[src/pkg/hppar_pkg.sv]
// hppar_pkg: constants shared by the host port page address / ready block
// assumes a 50 MHz core clock and 32-bit register bus addressing by byte
package hppar_pkg;

  // ----------------------------------------
  // register byte addresses
  // ----------------------------------------
  localparam logic [31:0] ADDR_PAGE_HIGH = 32'h4000_000c;
  localparam logic [31:0] ADDR_PAGE_MID = 32'h4000_0010;
  localparam logic [31:0] ADDR_CONFIG = 32'h4000_0014;
  localparam logic [31:0] ADDR_STATUS = 32'h4000_0018;

  // ----------------------------------------
  // fields and reset values
  // ----------------------------------------
  localparam logic [7:0] PAGE_RESET = 8'h00;
  localparam int CFG_PAGED_BIT = 0;
  localparam int CFG_NONMUX_BIT = 1;
  localparam int CFG_FULLWORD_BIT = 2;
  localparam int STAT_BUSY_BIT = 0;
  localparam int STAT_LATE_BIT = 1;
  localparam int STAT_COUNT_LSB = 8;
  localparam logic [31:0] WORD_STEP = 32'h0000_0004;

  // ----------------------------------------
  // host access control codes
  // ----------------------------------------
  localparam logic [1:0] CTL_CONTROL_PORT = 2'h0;
  localparam logic [1:0] CTL_DATA_AUTOINC = 2'h1;
  localparam logic [1:0] CTL_ADDRESS_PORT = 2'h2;
  localparam logic [1:0] CTL_DATA_FIXED = 2'h3;

  // ----------------------------------------
  // timing: h is half the peripheral clock period
  // ----------------------------------------
  localparam int CLK_PERIOD_NS = 20;
  localparam int HALF_PERIOD_NS = CLK_PERIOD_NS / 2;
  localparam int READ_READY_MAX_NS = 10 * 2 * HALF_PERIOD_NS + 20;
  localparam int FLUSH_READY_MAX_NS = 40 * 2 * HALF_PERIOD_NS + 20;
  localparam logic [7:0] READ_READY_CYCLES = 8'(READ_READY_MAX_NS / CLK_PERIOD_NS);
  localparam logic [7:0] FLUSH_READY_CYCLES = 8'(FLUSH_READY_MAX_NS / CLK_PERIOD_NS);

  // ----------------------------------------
  // pin sampling
  // ----------------------------------------
  localparam int PIN_WIDTH = 55;
  localparam logic [54:0] PIN_IDLE = {3'h7, 52'h0};

  typedef enum logic [2:0] {ST_IDLE, ST_READ, ST_PREF, ST_POP, ST_WRITE, ST_FLUSH} hppar_state_type;

endpackage

[src/verilog/hppar_fifo_mem.sv]
// hppar_fifo_mem: storage for the read prefetch words
// assumes one writer and one reader on the core clock; read data registered
`timescale 1ns/1ps
`default_nettype none
module hppar_fifo_mem #(
  parameter int WIDTH = 32,
  parameter int DEPTH = 8
) (
  input wire logic i_core_clk,
  input wire logic i_wr_en,
  input wire logic [$clog2(DEPTH)-1:0] i_wr_addr,
  input wire logic [WIDTH-1:0] i_wr_data,
  input wire logic i_rd_en,
  input wire logic [$clog2(DEPTH)-1:0] i_rd_addr,
  output logic [WIDTH-1:0] o_rd_data
);

  logic [WIDTH-1:0] mem [DEPTH];

  // no reset on the array: contents only matter once pushed
  always_ff @(posedge i_core_clk) begin
    if (i_wr_en) begin
      mem[i_wr_addr] <= i_wr_data;
    end
    if (i_rd_en) begin
      o_rd_data <= mem[i_rd_addr];
    end
  end

endmodule
`default_nettype wire

[src/verilog/hppar_top.sv]
// hppar_top: host port page address registers, prefetch and ready handshake
// assumes host pins are asynchronous and an internal memory port that acks once
// What this block does
// - page high byte supplies internal address bits 31:24 when paged or non-muxed
// - page middle byte supplies internal address bits 23:16 when paged or non-muxed
// - uncached data reads signal ready on the memory ack; a wait past ten doubled half-periods plus 20 ns only sets late
// - address write with buffered data holds ready until the buffer is resolved
// - ready goes inactive soon after the address strobe falls
// - read data is valid no later than ready asserts
// - control and address port reads return directly without a memory wait
// - paged multiplexed mode takes only the lower 16 bits from the host
//
// Added by the designer: the plain strobed port.
`timescale 1ns/1ps
`default_nettype none
module hppar_top #(
  parameter int FIFO_DEPTH = 8
) (
  input wire logic i_core_clk,
  input wire logic i_rst,
  input wire logic [31:0] i_reg_addr,
  input wire logic [31:0] i_reg_wdata,
  input wire logic i_reg_wr,
  input wire logic i_reg_rd,
  output logic [31:0] o_reg_rdata,
  input wire logic i_host_chip_select_n,
  input wire logic i_host_addr_strobe_n,
  input wire logic i_host_data_strobe_n,
  input wire logic i_host_read_write,
  input wire logic i_host_halfword_select,
  input wire logic [1:0] i_host_access_control,
  input wire logic [15:0] i_host_addr,
  input wire logic [31:0] i_host_data_bus,
  output logic [31:0] o_host_data_bus,
  output logic o_host_data_bus_oe_n,
  output logic o_host_ready_n,
  output logic o_mem_req,
  output logic o_mem_we,
  output logic [31:0] o_mem_addr,
  output logic [31:0] o_mem_wdata,
  input wire logic i_mem_ack,
  input wire logic [31:0] i_mem_rdata
);
  import hppar_pkg::*;

  localparam int PW = $clog2(FIFO_DEPTH);
  localparam int CW = $clog2(FIFO_DEPTH + 1);
  localparam logic [CW-1:0] FIFO_FULL = CW'(FIFO_DEPTH);
  localparam logic [CW-1:0] COUNT_ONE = CW'(1);
  localparam logic [PW-1:0] PTR_ONE = PW'(1);

  // ----------------------------------------
  // pin synchroniser
  // ----------------------------------------
  logic [PIN_WIDTH-1:0] sync1, sync2, sync3, pins;
  wire [PIN_WIDTH-1:0] pin_raw = {i_host_chip_select_n, i_host_addr_strobe_n, i_host_data_strobe_n,
    i_host_read_write, i_host_halfword_select, i_host_access_control, i_host_addr, i_host_data_bus};
  wire [PIN_WIDTH-1:0] pin_differ = sync2 ^ sync3;
  wire [PIN_WIDTH-1:0] next_pins = (sync3 & ~pin_differ) | (pins & pin_differ);

  always_ff @(posedge i_core_clk or posedge i_rst) begin
    if (i_rst) begin
      sync1 <= PIN_IDLE;
      sync2 <= PIN_IDLE;
      sync3 <= PIN_IDLE;
      pins <= PIN_IDLE;
    end else begin
      sync1 <= pin_raw;
      sync2 <= sync1;
      sync3 <= sync2;
      pins <= next_pins;
    end
  end

  wire cs_n = pins[54];
  wire as_n = pins[53];
  wire ds_n = pins[52];
  wire pin_rw = pins[51];
  wire pin_hw = pins[50];
  wire [1:0] pin_ctl = pins[49:48];
  wire [15:0] pin_addr = pins[47:32];
  wire [31:0] pin_data = pins[31:0];

  // ----------------------------------------
  // state
  // ----------------------------------------
  hppar_state_type state;
  logic ds_prev, as_prev, pend_rd, pend_wr, acc_rw, acc_hw, pf_on, late;
  logic [1:0] acc_ctl;
  logic [31:0] wr_data, addr_port, ctrl_port, fetch_addr;
  logic [7:0] page_high, page_mid, wait_cnt;
  logic cfg_paged, cfg_nonmux, cfg_fullword;
  logic [PW-1:0] wptr, rptr;
  logic [CW-1:0] fifo_count;
  logic [31:0] fifo_rdata;

  wire ds_fall = ds_prev & ~ds_n & ~cs_n;
  wire ds_rise = ~ds_prev & ds_n & ~cs_n;
  wire as_fall = as_prev & ~as_n;
  wire rd_evt = ds_fall & pin_rw;
  wire wr_evt = ds_rise & ~acc_rw;

  // paged mode keeps only 16 host bits
  // page bytes above the host half
  wire [15:0] host_low = cfg_nonmux ? pin_addr : addr_port[15:0];
  wire use_page = cfg_nonmux | cfg_paged;
  wire [31:0] eff_addr = use_page ? {page_high, page_mid, host_low} : addr_port;

  wire idle = (state == ST_IDLE);
  wire take_rd = idle & pend_rd;
  wire take_wr = idle & pend_wr & ~pend_rd;
  wire fifo_has = (fifo_count != '0);
  wire fifo_room = (fifo_count != FIFO_FULL);
  wire start_pref = idle & ~pend_rd & ~pend_wr & pf_on & fifo_room;
  wire pop_now = take_rd & (acc_ctl == CTL_DATA_AUTOINC) & fifo_has;
  wire push_now = (state == ST_PREF) & i_mem_ack;
  wire [31:0] addr_next = addr_port + WORD_STEP;
  wire [31:0] addr_written = cfg_fullword ? wr_data :
    (acc_hw ? {wr_data[15:0], addr_port[15:0]} : {addr_port[31:16], wr_data[15:0]});
  wire busy_wait = (state == ST_READ) | (state == ST_WRITE) | (state == ST_FLUSH);
  wire [7:0] wait_limit = (state == ST_FLUSH) ? FLUSH_READY_CYCLES : READ_READY_CYCLES;

  hppar_fifo_mem #(.WIDTH(32), .DEPTH(FIFO_DEPTH)) u_fifo (
    .i_core_clk(i_core_clk),
    .i_wr_en(push_now),
    .i_wr_addr(wptr),
    .i_wr_data(i_mem_rdata),
    .i_rd_en(pop_now),
    .i_rd_addr(rptr),
    .o_rd_data(fifo_rdata)
  );

  // ----------------------------------------
  // strobe capture
  // ----------------------------------------
  // set beats clear so a strobe seen while busy is kept
  always_ff @(posedge i_core_clk or posedge i_rst) begin
    if (i_rst) begin
      ds_prev <= 1'b1;
      as_prev <= 1'b1;
      pend_rd <= 1'b0;
      pend_wr <= 1'b0;
      acc_rw <= 1'b1;
      acc_hw <= 1'b0;
      acc_ctl <= CTL_CONTROL_PORT;
      wr_data <= 32'h0000_0000;
    end else begin
      ds_prev <= ds_n;
      as_prev <= as_n;
      pend_rd <= rd_evt | (pend_rd & ~take_rd);
      pend_wr <= wr_evt | (pend_wr & ~take_wr);
      if (ds_fall) begin
        acc_rw <= pin_rw;
        acc_hw <= pin_hw;
        acc_ctl <= pin_ctl;
      end
      if (ds_rise) begin
        wr_data <= pin_data;
      end
    end
  end

  // ----------------------------------------
  // access engine
  // ----------------------------------------
  always_ff @(posedge i_core_clk or posedge i_rst) begin
    if (i_rst) begin
      state <= ST_IDLE;
      o_host_ready_n <= 1'b0;
      o_host_data_bus <= 32'h0000_0000;
      o_mem_req <= 1'b0;
      o_mem_we <= 1'b0;
      o_mem_addr <= 32'h0000_0000;
      o_mem_wdata <= 32'h0000_0000;
      addr_port <= 32'h0000_0000;
      ctrl_port <= 32'h0000_0000;
      fetch_addr <= 32'h0000_0000;
      pf_on <= 1'b0;
      wptr <= '0;
      rptr <= '0;
      fifo_count <= '0;
    end else begin
      if (push_now) begin
        wptr <= wptr + PTR_ONE;
      end
      fifo_count <= fifo_count + (push_now ? COUNT_ONE : '0) - (pop_now ? COUNT_ONE : '0);
      if (pop_now) begin
        rptr <= rptr + PTR_ONE;
      end
      case (state)
        ST_IDLE: begin
          // host must wait on this level
          o_host_ready_n <= as_fall | rd_evt | wr_evt;
          if (take_rd) begin
            case (acc_ctl)
              CTL_CONTROL_PORT: o_host_data_bus <= ctrl_port;
              CTL_ADDRESS_PORT: o_host_data_bus <= addr_port;
              default: begin
                o_host_ready_n <= 1'b1;
                if (pop_now) begin
                  state <= ST_POP;
                end else begin
                  pf_on <= 1'b0;
                  o_mem_req <= 1'b1;
                  o_mem_we <= 1'b0;
                  o_mem_addr <= eff_addr;
                  state <= ST_READ;
                end
              end
            endcase
          end else if (take_wr) begin
            case (acc_ctl)
              CTL_CONTROL_PORT: ctrl_port <= wr_data;
              CTL_ADDRESS_PORT: begin
                addr_port <= addr_written;
                pf_on <= 1'b0;
                if (fifo_has) begin
                  o_host_ready_n <= 1'b1;
                  state <= ST_FLUSH;
                end
              end
              default: begin
                // stale prefetch would hide this write
                pf_on <= 1'b0;
                wptr <= '0;
                rptr <= '0;
                fifo_count <= '0;
                o_host_ready_n <= 1'b1;
                o_mem_req <= 1'b1;
                o_mem_we <= 1'b1;
                o_mem_addr <= eff_addr;
                o_mem_wdata <= wr_data;
                state <= ST_WRITE;
              end
            endcase
          end else if (start_pref) begin
            o_mem_req <= 1'b1;
            o_mem_we <= 1'b0;
            o_mem_addr <= fetch_addr;
            state <= ST_PREF;
          end
        end
        ST_READ: begin
          if (i_mem_ack) begin
            o_mem_req <= 1'b0;
            o_host_data_bus <= i_mem_rdata;
            o_host_ready_n <= 1'b0;
            if (acc_ctl == CTL_DATA_AUTOINC) begin
              addr_port <= addr_next;
              fetch_addr <= o_mem_addr + WORD_STEP;
              pf_on <= 1'b1;
            end
            state <= ST_IDLE;
          end
        end
        ST_PREF: begin
          // strobe during a prefetch still drops ready
          o_host_ready_n <= o_host_ready_n | as_fall | rd_evt | wr_evt;
          if (i_mem_ack) begin
            o_mem_req <= 1'b0;
            fetch_addr <= fetch_addr + WORD_STEP;
            state <= ST_IDLE;
          end
        end
        ST_POP: begin
          o_host_data_bus <= fifo_rdata;
          o_host_ready_n <= 1'b0;
          addr_port <= addr_next;
          state <= ST_IDLE;
        end
        ST_WRITE: begin
          if (i_mem_ack) begin
            o_mem_req <= 1'b0;
            o_mem_we <= 1'b0;
            o_host_ready_n <= 1'b0;
            if (acc_ctl == CTL_DATA_AUTOINC) begin
              addr_port <= addr_next;
            end
            state <= ST_IDLE;
          end
        end
        ST_FLUSH: begin
          wptr <= '0;
          rptr <= '0;
          fifo_count <= '0;
          o_host_ready_n <= 1'b0;
          state <= ST_IDLE;
        end
        default: state <= ST_IDLE;
      endcase
    end
  end

  // ----------------------------------------
  // host data drive and latency watch
  // ----------------------------------------
  // a late flag only reports contention; ready is never forced early
  wire reg_wr_status = i_reg_wr & (i_reg_addr == ADDR_STATUS);
  always_ff @(posedge i_core_clk or posedge i_rst) begin
    if (i_rst) begin
      o_host_data_bus_oe_n <= 1'b1;
      wait_cnt <= 8'h00;
      late <= 1'b0;
    end else begin
      o_host_data_bus_oe_n <= ~(~cs_n & ~ds_n & pin_rw);
      wait_cnt <= busy_wait ? wait_cnt + 8'h01 : 8'h00;
      late <= (busy_wait & (wait_cnt == wait_limit)) |
        (late & ~(reg_wr_status & i_reg_wdata[STAT_LATE_BIT]));
    end
  end

  // ----------------------------------------
  // register bus
  // ----------------------------------------
  wire reg_wr_high = i_reg_wr & (i_reg_addr == ADDR_PAGE_HIGH);
  wire reg_wr_mid = i_reg_wr & (i_reg_addr == ADDR_PAGE_MID);
  wire reg_wr_cfg = i_reg_wr & (i_reg_addr == ADDR_CONFIG);
  wire [31:0] status_word = (32'(fifo_count) << STAT_COUNT_LSB) |
    (32'(late) << STAT_LATE_BIT) | (32'(~idle) << STAT_BUSY_BIT);
  wire [31:0] cfg_word = (32'(cfg_paged) << CFG_PAGED_BIT) | (32'(cfg_nonmux) << CFG_NONMUX_BIT) |
    (32'(cfg_fullword) << CFG_FULLWORD_BIT);
  wire [31:0] reg_mux = (i_reg_addr == ADDR_PAGE_HIGH) ? {24'h00_0000, page_high} :
    (i_reg_addr == ADDR_PAGE_MID) ? {24'h00_0000, page_mid} :
    (i_reg_addr == ADDR_CONFIG) ? cfg_word :
    (i_reg_addr == ADDR_STATUS) ? status_word : 32'h0000_0000;

  always_ff @(posedge i_core_clk or posedge i_rst) begin
    if (i_rst) begin
      page_high <= PAGE_RESET;
      page_mid <= PAGE_RESET;
      cfg_paged <= 1'b0;
      cfg_nonmux <= 1'b0;
      cfg_fullword <= 1'b0;
      o_reg_rdata <= 32'h0000_0000;
    end else begin
      o_reg_rdata <= i_reg_rd ? reg_mux : 32'h0000_0000;
      if (reg_wr_high) begin
        page_high <= i_reg_wdata[7:0];
      end
      if (reg_wr_mid) begin
        page_mid <= i_reg_wdata[7:0];
      end
      if (reg_wr_cfg) begin
        cfg_paged <= i_reg_wdata[CFG_PAGED_BIT];
        cfg_nonmux <= i_reg_wdata[CFG_NONMUX_BIT];
        cfg_fullword <= i_reg_wdata[CFG_FULLWORD_BIT];
      end
    end
  end

endmodule
`default_nettype wire
[config.mk]
export PLATFORM = sky130hd
export DESIGN_NAME = hppar_top
export DESIGN_NICKNAME = d
export VERILOG_FILES = /design/src/pkg/hppar_pkg.sv /design/src/verilog/hppar_fifo_mem.sv /design/src/verilog/hppar_top.sv
export SDC_FILE = /design/constraint.sdc
export NUM_CORES = 1
export LEC_CHECK = 0
export BUFFER_PORTS_ARGS = -buffer_cell sky130_fd_sc_hd__buf_2
export CORE_MARGIN = 3
export CORE_UTILIZATION = 54
export CTS_CLUSTER_SIZE = 12
export DETAILED_ROUTE_END_ITERATION = 8
export HOLD_SLACK_MARGIN = 0.06
export PLACE_DENSITY_LB_ADDON = 0.08
export SLEW_MARGIN = 40
export SYNTH_ARGS = -nofsm -noshare
export SYNTH_HDL_FRONTEND = slang
export SYNTH_SLANG_ARGS = --single-unit
export TNS_END_PERCENT = 30
[constraint.sdc]
create_clock -name i_core_clk -period 15.9 [get_ports i_core_clk]
set_input_delay 3.18 -clock i_core_clk [delete_from_list [all_inputs] [get_ports i_core_clk]]
set_output_delay 3.18 -clock i_core_clk [all_outputs]
set_load 0.01 [all_outputs]
## Word level (Yosys, flattened, before mapping)

Memory sizes are Yosys's and may differ from the RTL's. A register that Yosys moved wholly into a read port is not among the register bits.
Cells that the tools add are included.

| storage, ports and cells | value |
|---|---|
| register bits after elaboration | 530 |
| bits in latches | 0 |
| memory bits (writable) | 256 |
| ROM bits | 0 |
| input port bits | 156 |
| output and inout port bits | 132 |
| word-level logic and storage cells | 255 |
| memories kept | 1 |

Memory list:

| memory | depth | bits a word | rd ports | clocked after memory_dff | wr ports | RTL line | source |
|---|---|---|---|---|---|---|---|
| u_fifo.mem | 8 | 32 | 1 | 1 | 1 | hppar_fifo_mem.sv:18 | `logic [WIDTH-1:0] mem [DEPTH];` |

| cells by class | value |
|---|---|
| add/sub/neg operators | 8 |
| multiply operators | 0 |
| divide/modulo/power cells | 0 |
| order comparisons | 0 |
| equality and inequality tests | 38 |
| shift-type cells | 0 |
| muxes and demuxes | 84 |
| bitwise gates (word level) | 61 |
| reductions and logical operators | 27 |

Operators by type and width:

| kind | number |
|---|---|
| $mux 32 | 24 |
| $pmux 32 s3 | 2 |
| $eq 32x31->1 const B | 4 |
| $pmux 32 s2 | 2 |
| $and 55x55->55 | 2 |
| $add 32x3->32 const B | 3 |
| $not 55->55 | 1 |
| $or 55x55->55 | 1 |
| $xor 55x55->55 | 1 |
| $mux 3 | 14 |
| $not 1->32 | 1 |
| $or 12x32->32 | 1 |
| $and 1x1->1 | 28 |
| $mux 1 | 25 |
| $pmux 3 s2 | 4 |
| $reduce_and 7->1 | 3 |
| $ne 3x3->1 const B | 6 |
| $mux 16 | 1 |
| $reduce_and 4->1 | 4 |
| $ne 2x1->1 const B | 7 |
| $ne 2x2->1 const B | 7 |
| $mux 4 | 3 |
| $not 1->1 | 12 |
| $or 12x2->12 | 1 |
| 33 further kinds | 61 |

## Logic depth before layout (Yosys ltp)

| logic depth | value |
|---|---|
| depth after elaboration | 11 |
| mapped depth | 19 |
| gate-level depth less buffers | 10 |

## Cells and area by module

From an unflattened synthesis, not the netlist that was laid out.

| second synthesis, totals | value |
|---|---|
| cells, all modules | 2385 |
| area total of the unflattened synthesis | 32301.0 sq um |

By module, submodules not included:

| module | instances | cells an instance | area an instance (sq um) | sequential area each (sq um) |
|---|---|---|---|---|
| hppar_top | 1 | 1970 | 21514.4 | 12482.0 |
| hppar_fifo_mem | 1 | 415 | 10786.6 | 8648.3 |

## Worst setup path before layout

No wires, ideal clock.

| timing | value |
|---|---|
| path type | input -> register |
| start | input i_mem_ack |
| end | memory u_fifo.mem[0][0] (enable) |
| setup time | 0.501 ns |
| data arrival time | 6.607 ns |
| required time | 15.399 ns |
| slack | 8.792 ns |
| stages | 3 |
| buffers on the path | 1 |
| path through | clkbuf_1 nand2b_1 nor4_1 |

| between the ends | value |
|---|---|
| word-level cells in the longest chain between the ends | 3 |

RTL lines:

| what | RTL line | source |
|---|---|---|
| start: declaration | hppar_top.sv:41 | `input wire logic i_mem_ack,` |
| $and 1x1->1 | hppar_top.sv:116 | `wire push_now = (state == ST_PREF) & i_mem_ack;` |
| $mux 1 | hppar_fifo_mem.sv:22 | `if (i_wr_en) begin` |
| $mux 1 (implied by the code) | hppar_fifo_mem.sv:23 | `mem[i_wr_addr] <= i_wr_data;` |
| end: declaration | hppar_fifo_mem.sv:18 |  |

Every way passes these cells.

## Worst setup path after layout

| timing | value |
|---|---|
| start | input i_reg_addr[24] |
| end | register page_mid[4] |

| between the ends | value |
|---|---|
| word-level cells in the longest chain between the ends | 2 |

RTL lines:

| what | RTL line | source |
|---|---|---|
| start: declaration | hppar_top.sv:21 | `input wire logic [31:0] i_reg_addr,` |
| $eq 32x31->1 | hppar_top.sv:316 | `wire reg_wr_mid = i_reg_wr & (i_reg_addr == ADDR_PAGE_MID);` |
| $and 1x1->1 | hppar_top.sv:316 |  |
| end signal: assignment | hppar_top.sv:341 | `page_mid <= i_reg_wdata[7:0];` |
| end: declaration | hppar_top.sv:91 | `logic [7:0] page_high, page_mid, wait_cnt;` |

Every way passes these cells.
A chain may end at the register's enable or synchronous reset.

==> Flow_metrics.wiki <==
{| class="wikitable"
! Metric !! Value
|-
| Status || finished, final reports clean
|-
| Final Instance Count excl. Fillers || 3456
|-
| Sum of negative setup slack || 0 ns
|-
| Synthesized instance count || 2405
|-
| Actual transition at the worst max-transition pin || 0.818 ns
|-
| Type of destination of the critical path || register
|-
| Setup-failing EPs final || 0
|-
| Post-CTS clock slew at the launch and capture registers of the worst setup and hold paths || 0.06 ns
|-
| Number of buffers inserted during clock tree synthesis || 82
|-
| Period utilisation layout || 0.312
|-
| Final critical-path setup slack || 10.93 ns
|-
| Total die area || 62300 um2
|-
| Gate power share || 0.271
|-
| Total area of sequential cells || 21100 um2
|-
| Critical path data arrival time || 5.46 ns
|-
| Post-Synth Simple-Gate Area || 0.0866
|-
| Cell at the root of the clock tree || clkbuf_16
|-
| Number of buffers inserted for hold repair after clock tree synthesis || 0
|-
| CTS-repair resized insts || 0
|-
| Maximum count of clock buffers along a single path || 3
|-
| Seq cells post-synth || 786
|-
| Antenna violation net count after detailed routing || 0
|-
| Vias per std cell || 5.93
|-
| Number of enable-type register cells in the synthesized netlist || 288
|-
| Crit Path Category || in -> reg
|-
| Worst slew slack as a fraction of its limit || 0.455
|-
| Dominant synthesized flop cell || dfrtp_1
|-
| Adder and majority cell fraction of the synthesized area || 0.0213
|-
| Count of pins over their slew limit || 0
|-
| Pin count of the biggest net entering global routing || 101
|-
| Core area || 58200 um2
|-
| Area fraction in compound gates after synthesis || 0.0863
|-
| Placed wire-length estimate || 50.9 mm
|-
| Largest family of logic cells by synthesized area || multiplexers
|-
| Leading cell type in the layout, fill and taps excluded || dfrtp_1
|-
| Xor and xnor area share after synthesis || 0.00218
|-
| Port buffer count || 263
|-
| Count of synthesis-stage warnings from yosys || 0
|-
| Vertical extent of the die || 250 um
|-
| Leading cell types in the layout, fill and taps excluded || dfrtp_1 (478), nand2_1 (295), edfxtp_1 (288)
|-
| Final min period || 4.97 ns
|-
| Fillers || 4393
|-
| Setup Fix Bufs, Post-CTS || 0
|-
| Number of antenna violations at the first check in global routing || 5
|-
| Final count of hold timing violations || 0
|-
| Synth async-reset ratio || 0.634
|-
| First-pass iteration count of the detailed router || 6
|-
| Leak pwr || 14.8 nW
|-
| Met1 usage in global routing || 0.376
|-
| Post-placement cell count || 3305
|-
| Worst Hold Class || reg -> reg
|-
| Switching power total || 2.25 mW
|-
| Overall fraction of global-route tracks in use || 0.257
|-
| Global-route wire length before repair || 124 mm
|-
| Die extent in x || 250 um
|-
| Part of the total power dissipated in the clock network || 0.285
|-
| Power Dens Cells || 178 nW/um2
|-
| Via count || 20500
|-
| Most utilized layer in the global route result || met2
|-
| Cell-internal power || 4.30 mW
|-
| CTS HTree Levels || 3
|-
| Count of routing violations after the opening detailed-route iteration || 1953
|-
| Register share of total power || 0.443
|-
| Total length of routed wires || 80.0 mm
|-
| Largest vdd supply drop || 107 uV
|-
| Per-instance average area after synthesis || 13.3 um2
|-
| Met2 routing resource usage after global routing || 0.405
|-
| Worst setup timing slack at the placement stage || 10.32 ns
|-
| Cell variety after synth || 74
|-
| Starting density of the core || 0.551
|-
| RSZ-0062 raised after global routing || no
|-
| Mapped Nets || 2571
|-
| Multi-input gate area in the final layout || 10200 um2
|-
| Area delta synth->final || 14.6%
|-
| CTS tree || yes
|-
| Number of clock sinks || 786
|-
| Endpoint required time on the critical path || 16.40 ns
|-
| Clock skew after layout || 0.0184 ns
|-
| Leftover overflow at the end of global routing || 0
|-
| Area of the mapped netlist || 32100 um2
|-
| Worst setup SP type || input port
|-
| Fraction of power spent switching nets || 0.344
|-
| Met3 Track Usage GR || 0.0370
|-
| # nets final || 2790
|-
| Number of global-route vias before repair || 20300
|-
| Per-cell routed wire length || 23.1 um
|-
| Max_cap viols || 0
|-
| Boundary Pins || 288
|-
| # DRC || 0
|-
| Share of synthesized area spent on multiplexers || 0.118
|-
| Row cnt || 88
|-
| Max FO, Critical Path || 8
|-
| Power, Total || 6.55 mW
|-
| GPL Wtd Cong || 0.895
|-
| Fmax || 0.201 GHz
|-
| Sequential area share after synthesis || 0.659
|-
| Proportion of layout cells with a drive suffix above 1 || 0.267
|-
| Clock latency on the worst-skew pair || 0.63 ns
|}
[per-stage QoR]
stage | hold WS [ns] | area [um2] | util
floorplan | 0.331 | 32100 | -
global placement | 0.332 | 34000 | 0.584
detailed placement | 0.335 | 34100 | 0.585
CTS | 0.340 | 36700 | 0.630
global route | 0.334 | 36700 | 0.631
finish | 0.341 | 36700 | 0.631
[registers in the layout, summed over array words and instances (netlist names), 32 cells and up, named ones only]
name and flops:
sync3 55, o_mem_addr 32, ctrl_port 32, sync1 55
o_host_data_bus 32, addr_port 32, o_mem_wdata 32, wr_data 32
u_fifo.o_rd_data 32, u_fifo.mem 256, fetch_addr 32, sync2 55
[power by group through the flow]
stage	clock (mW)	sequential, mW	combinational, mW
2_1_floorplan	0	2.78	1.23
3_3_place_gp	0	2.91	1.72
3_5_place_dp	0	2.93	1.78
4_1_cts	1.91	2.90	1.79
5_1_grt	1.99	2.95	1.97
6_report	1.87	2.90	1.78
[critical path, cell delays in order]
cell and delay, ns:
buf_2 0.11, nor4_1 0.31, nand4_1 0.16, or3_1 0.49, nor2_1 0.38, nand3b_1 0.42, mux2_2 0.41
[synthesized netlist by cell type (all sizes together), types with 5 or more instances]
cell / number / area, um2
or4: 5 / 37.5
a31oi: 16 / 100
nand2: 296 / 1110
nand3: 79 / 395
a2bb2oi: 13 / 114
dfstp: 16 / 420
mux4: 64 / 1440
mux2i: 28 / 280
maj3: 55 / 551
buf: 54 / 312
ha: 9 / 113
o211ai: 15 / 113
a21oi: 89 / 445
inv: 33 / 124
nor2b: 7 / 43.8
clkbuf: 112 / 420
dfrtp: 482 / 12100
o31ai: 15 / 113
nand2b: 8 / 50.1
nor3: 34 / 175
o22ai: 19 / 131
o21ai: 226 / 1130
nor4: 19 / 153
nand4: 21 / 131
edfxtp: 288 / 8650
nor2: 86 / 323
a22oi: 5 / 37.5
a21boi: 5 / 37.5
and3: 16 / 100
and2: 7 / 43.8
mux2: 183 / 2060
a21o: 10 / 75.1
or3: 10 / 67.6
a211oi: 15 / 113
[metal layers]
metal  share of wire  wire, um
met1            0.43     34600
met2            0.48     38800
met3           0.062      4940
met4           0.022      1740
met5               0         0
[kinds of logic after synthesis]
logic type	after synthesis
DFF	786
muxes	275
xor gates and xnor gates	8
and+or+nand+nor	606
buffers and inverters	199
AOI/OAI and AO/OA	466
adders and majority gates	65
[layout make-up]
type,count,area share
diodes,5,0.000341
clock buffers,133,0.0674
clock inverters,13,0.00426
inverters,33,0.00354
multi-input cells,1420,0.277
flip-flops and latches,786,0.575
well taps,765,0.0261
repair buffers,301,0.0456
[final timing paths]
| check | from | to | slack (ns) | cells after the start |
|---|---|---|---|---|
| worst min register to register | sync1[0] | sync2[0] | 0.34 | 0 |
| max in group asynchronous | i_rst | rptr[2] | 11.34 | 5 |
| min in group asynchronous | i_rst | wr_data[11] | 2.67 | 2 |
| worst max-delay path | i_reg_addr[24] | page_mid[4] | 10.93 | 7 |
| worst min-delay path | sync1[0] | sync2[0] | 0.34 | 0 |
| worst max register to register | state[2] | fetch_addr[24] | 11.49 | 11 |
Power figures use the tool's default switching activity.
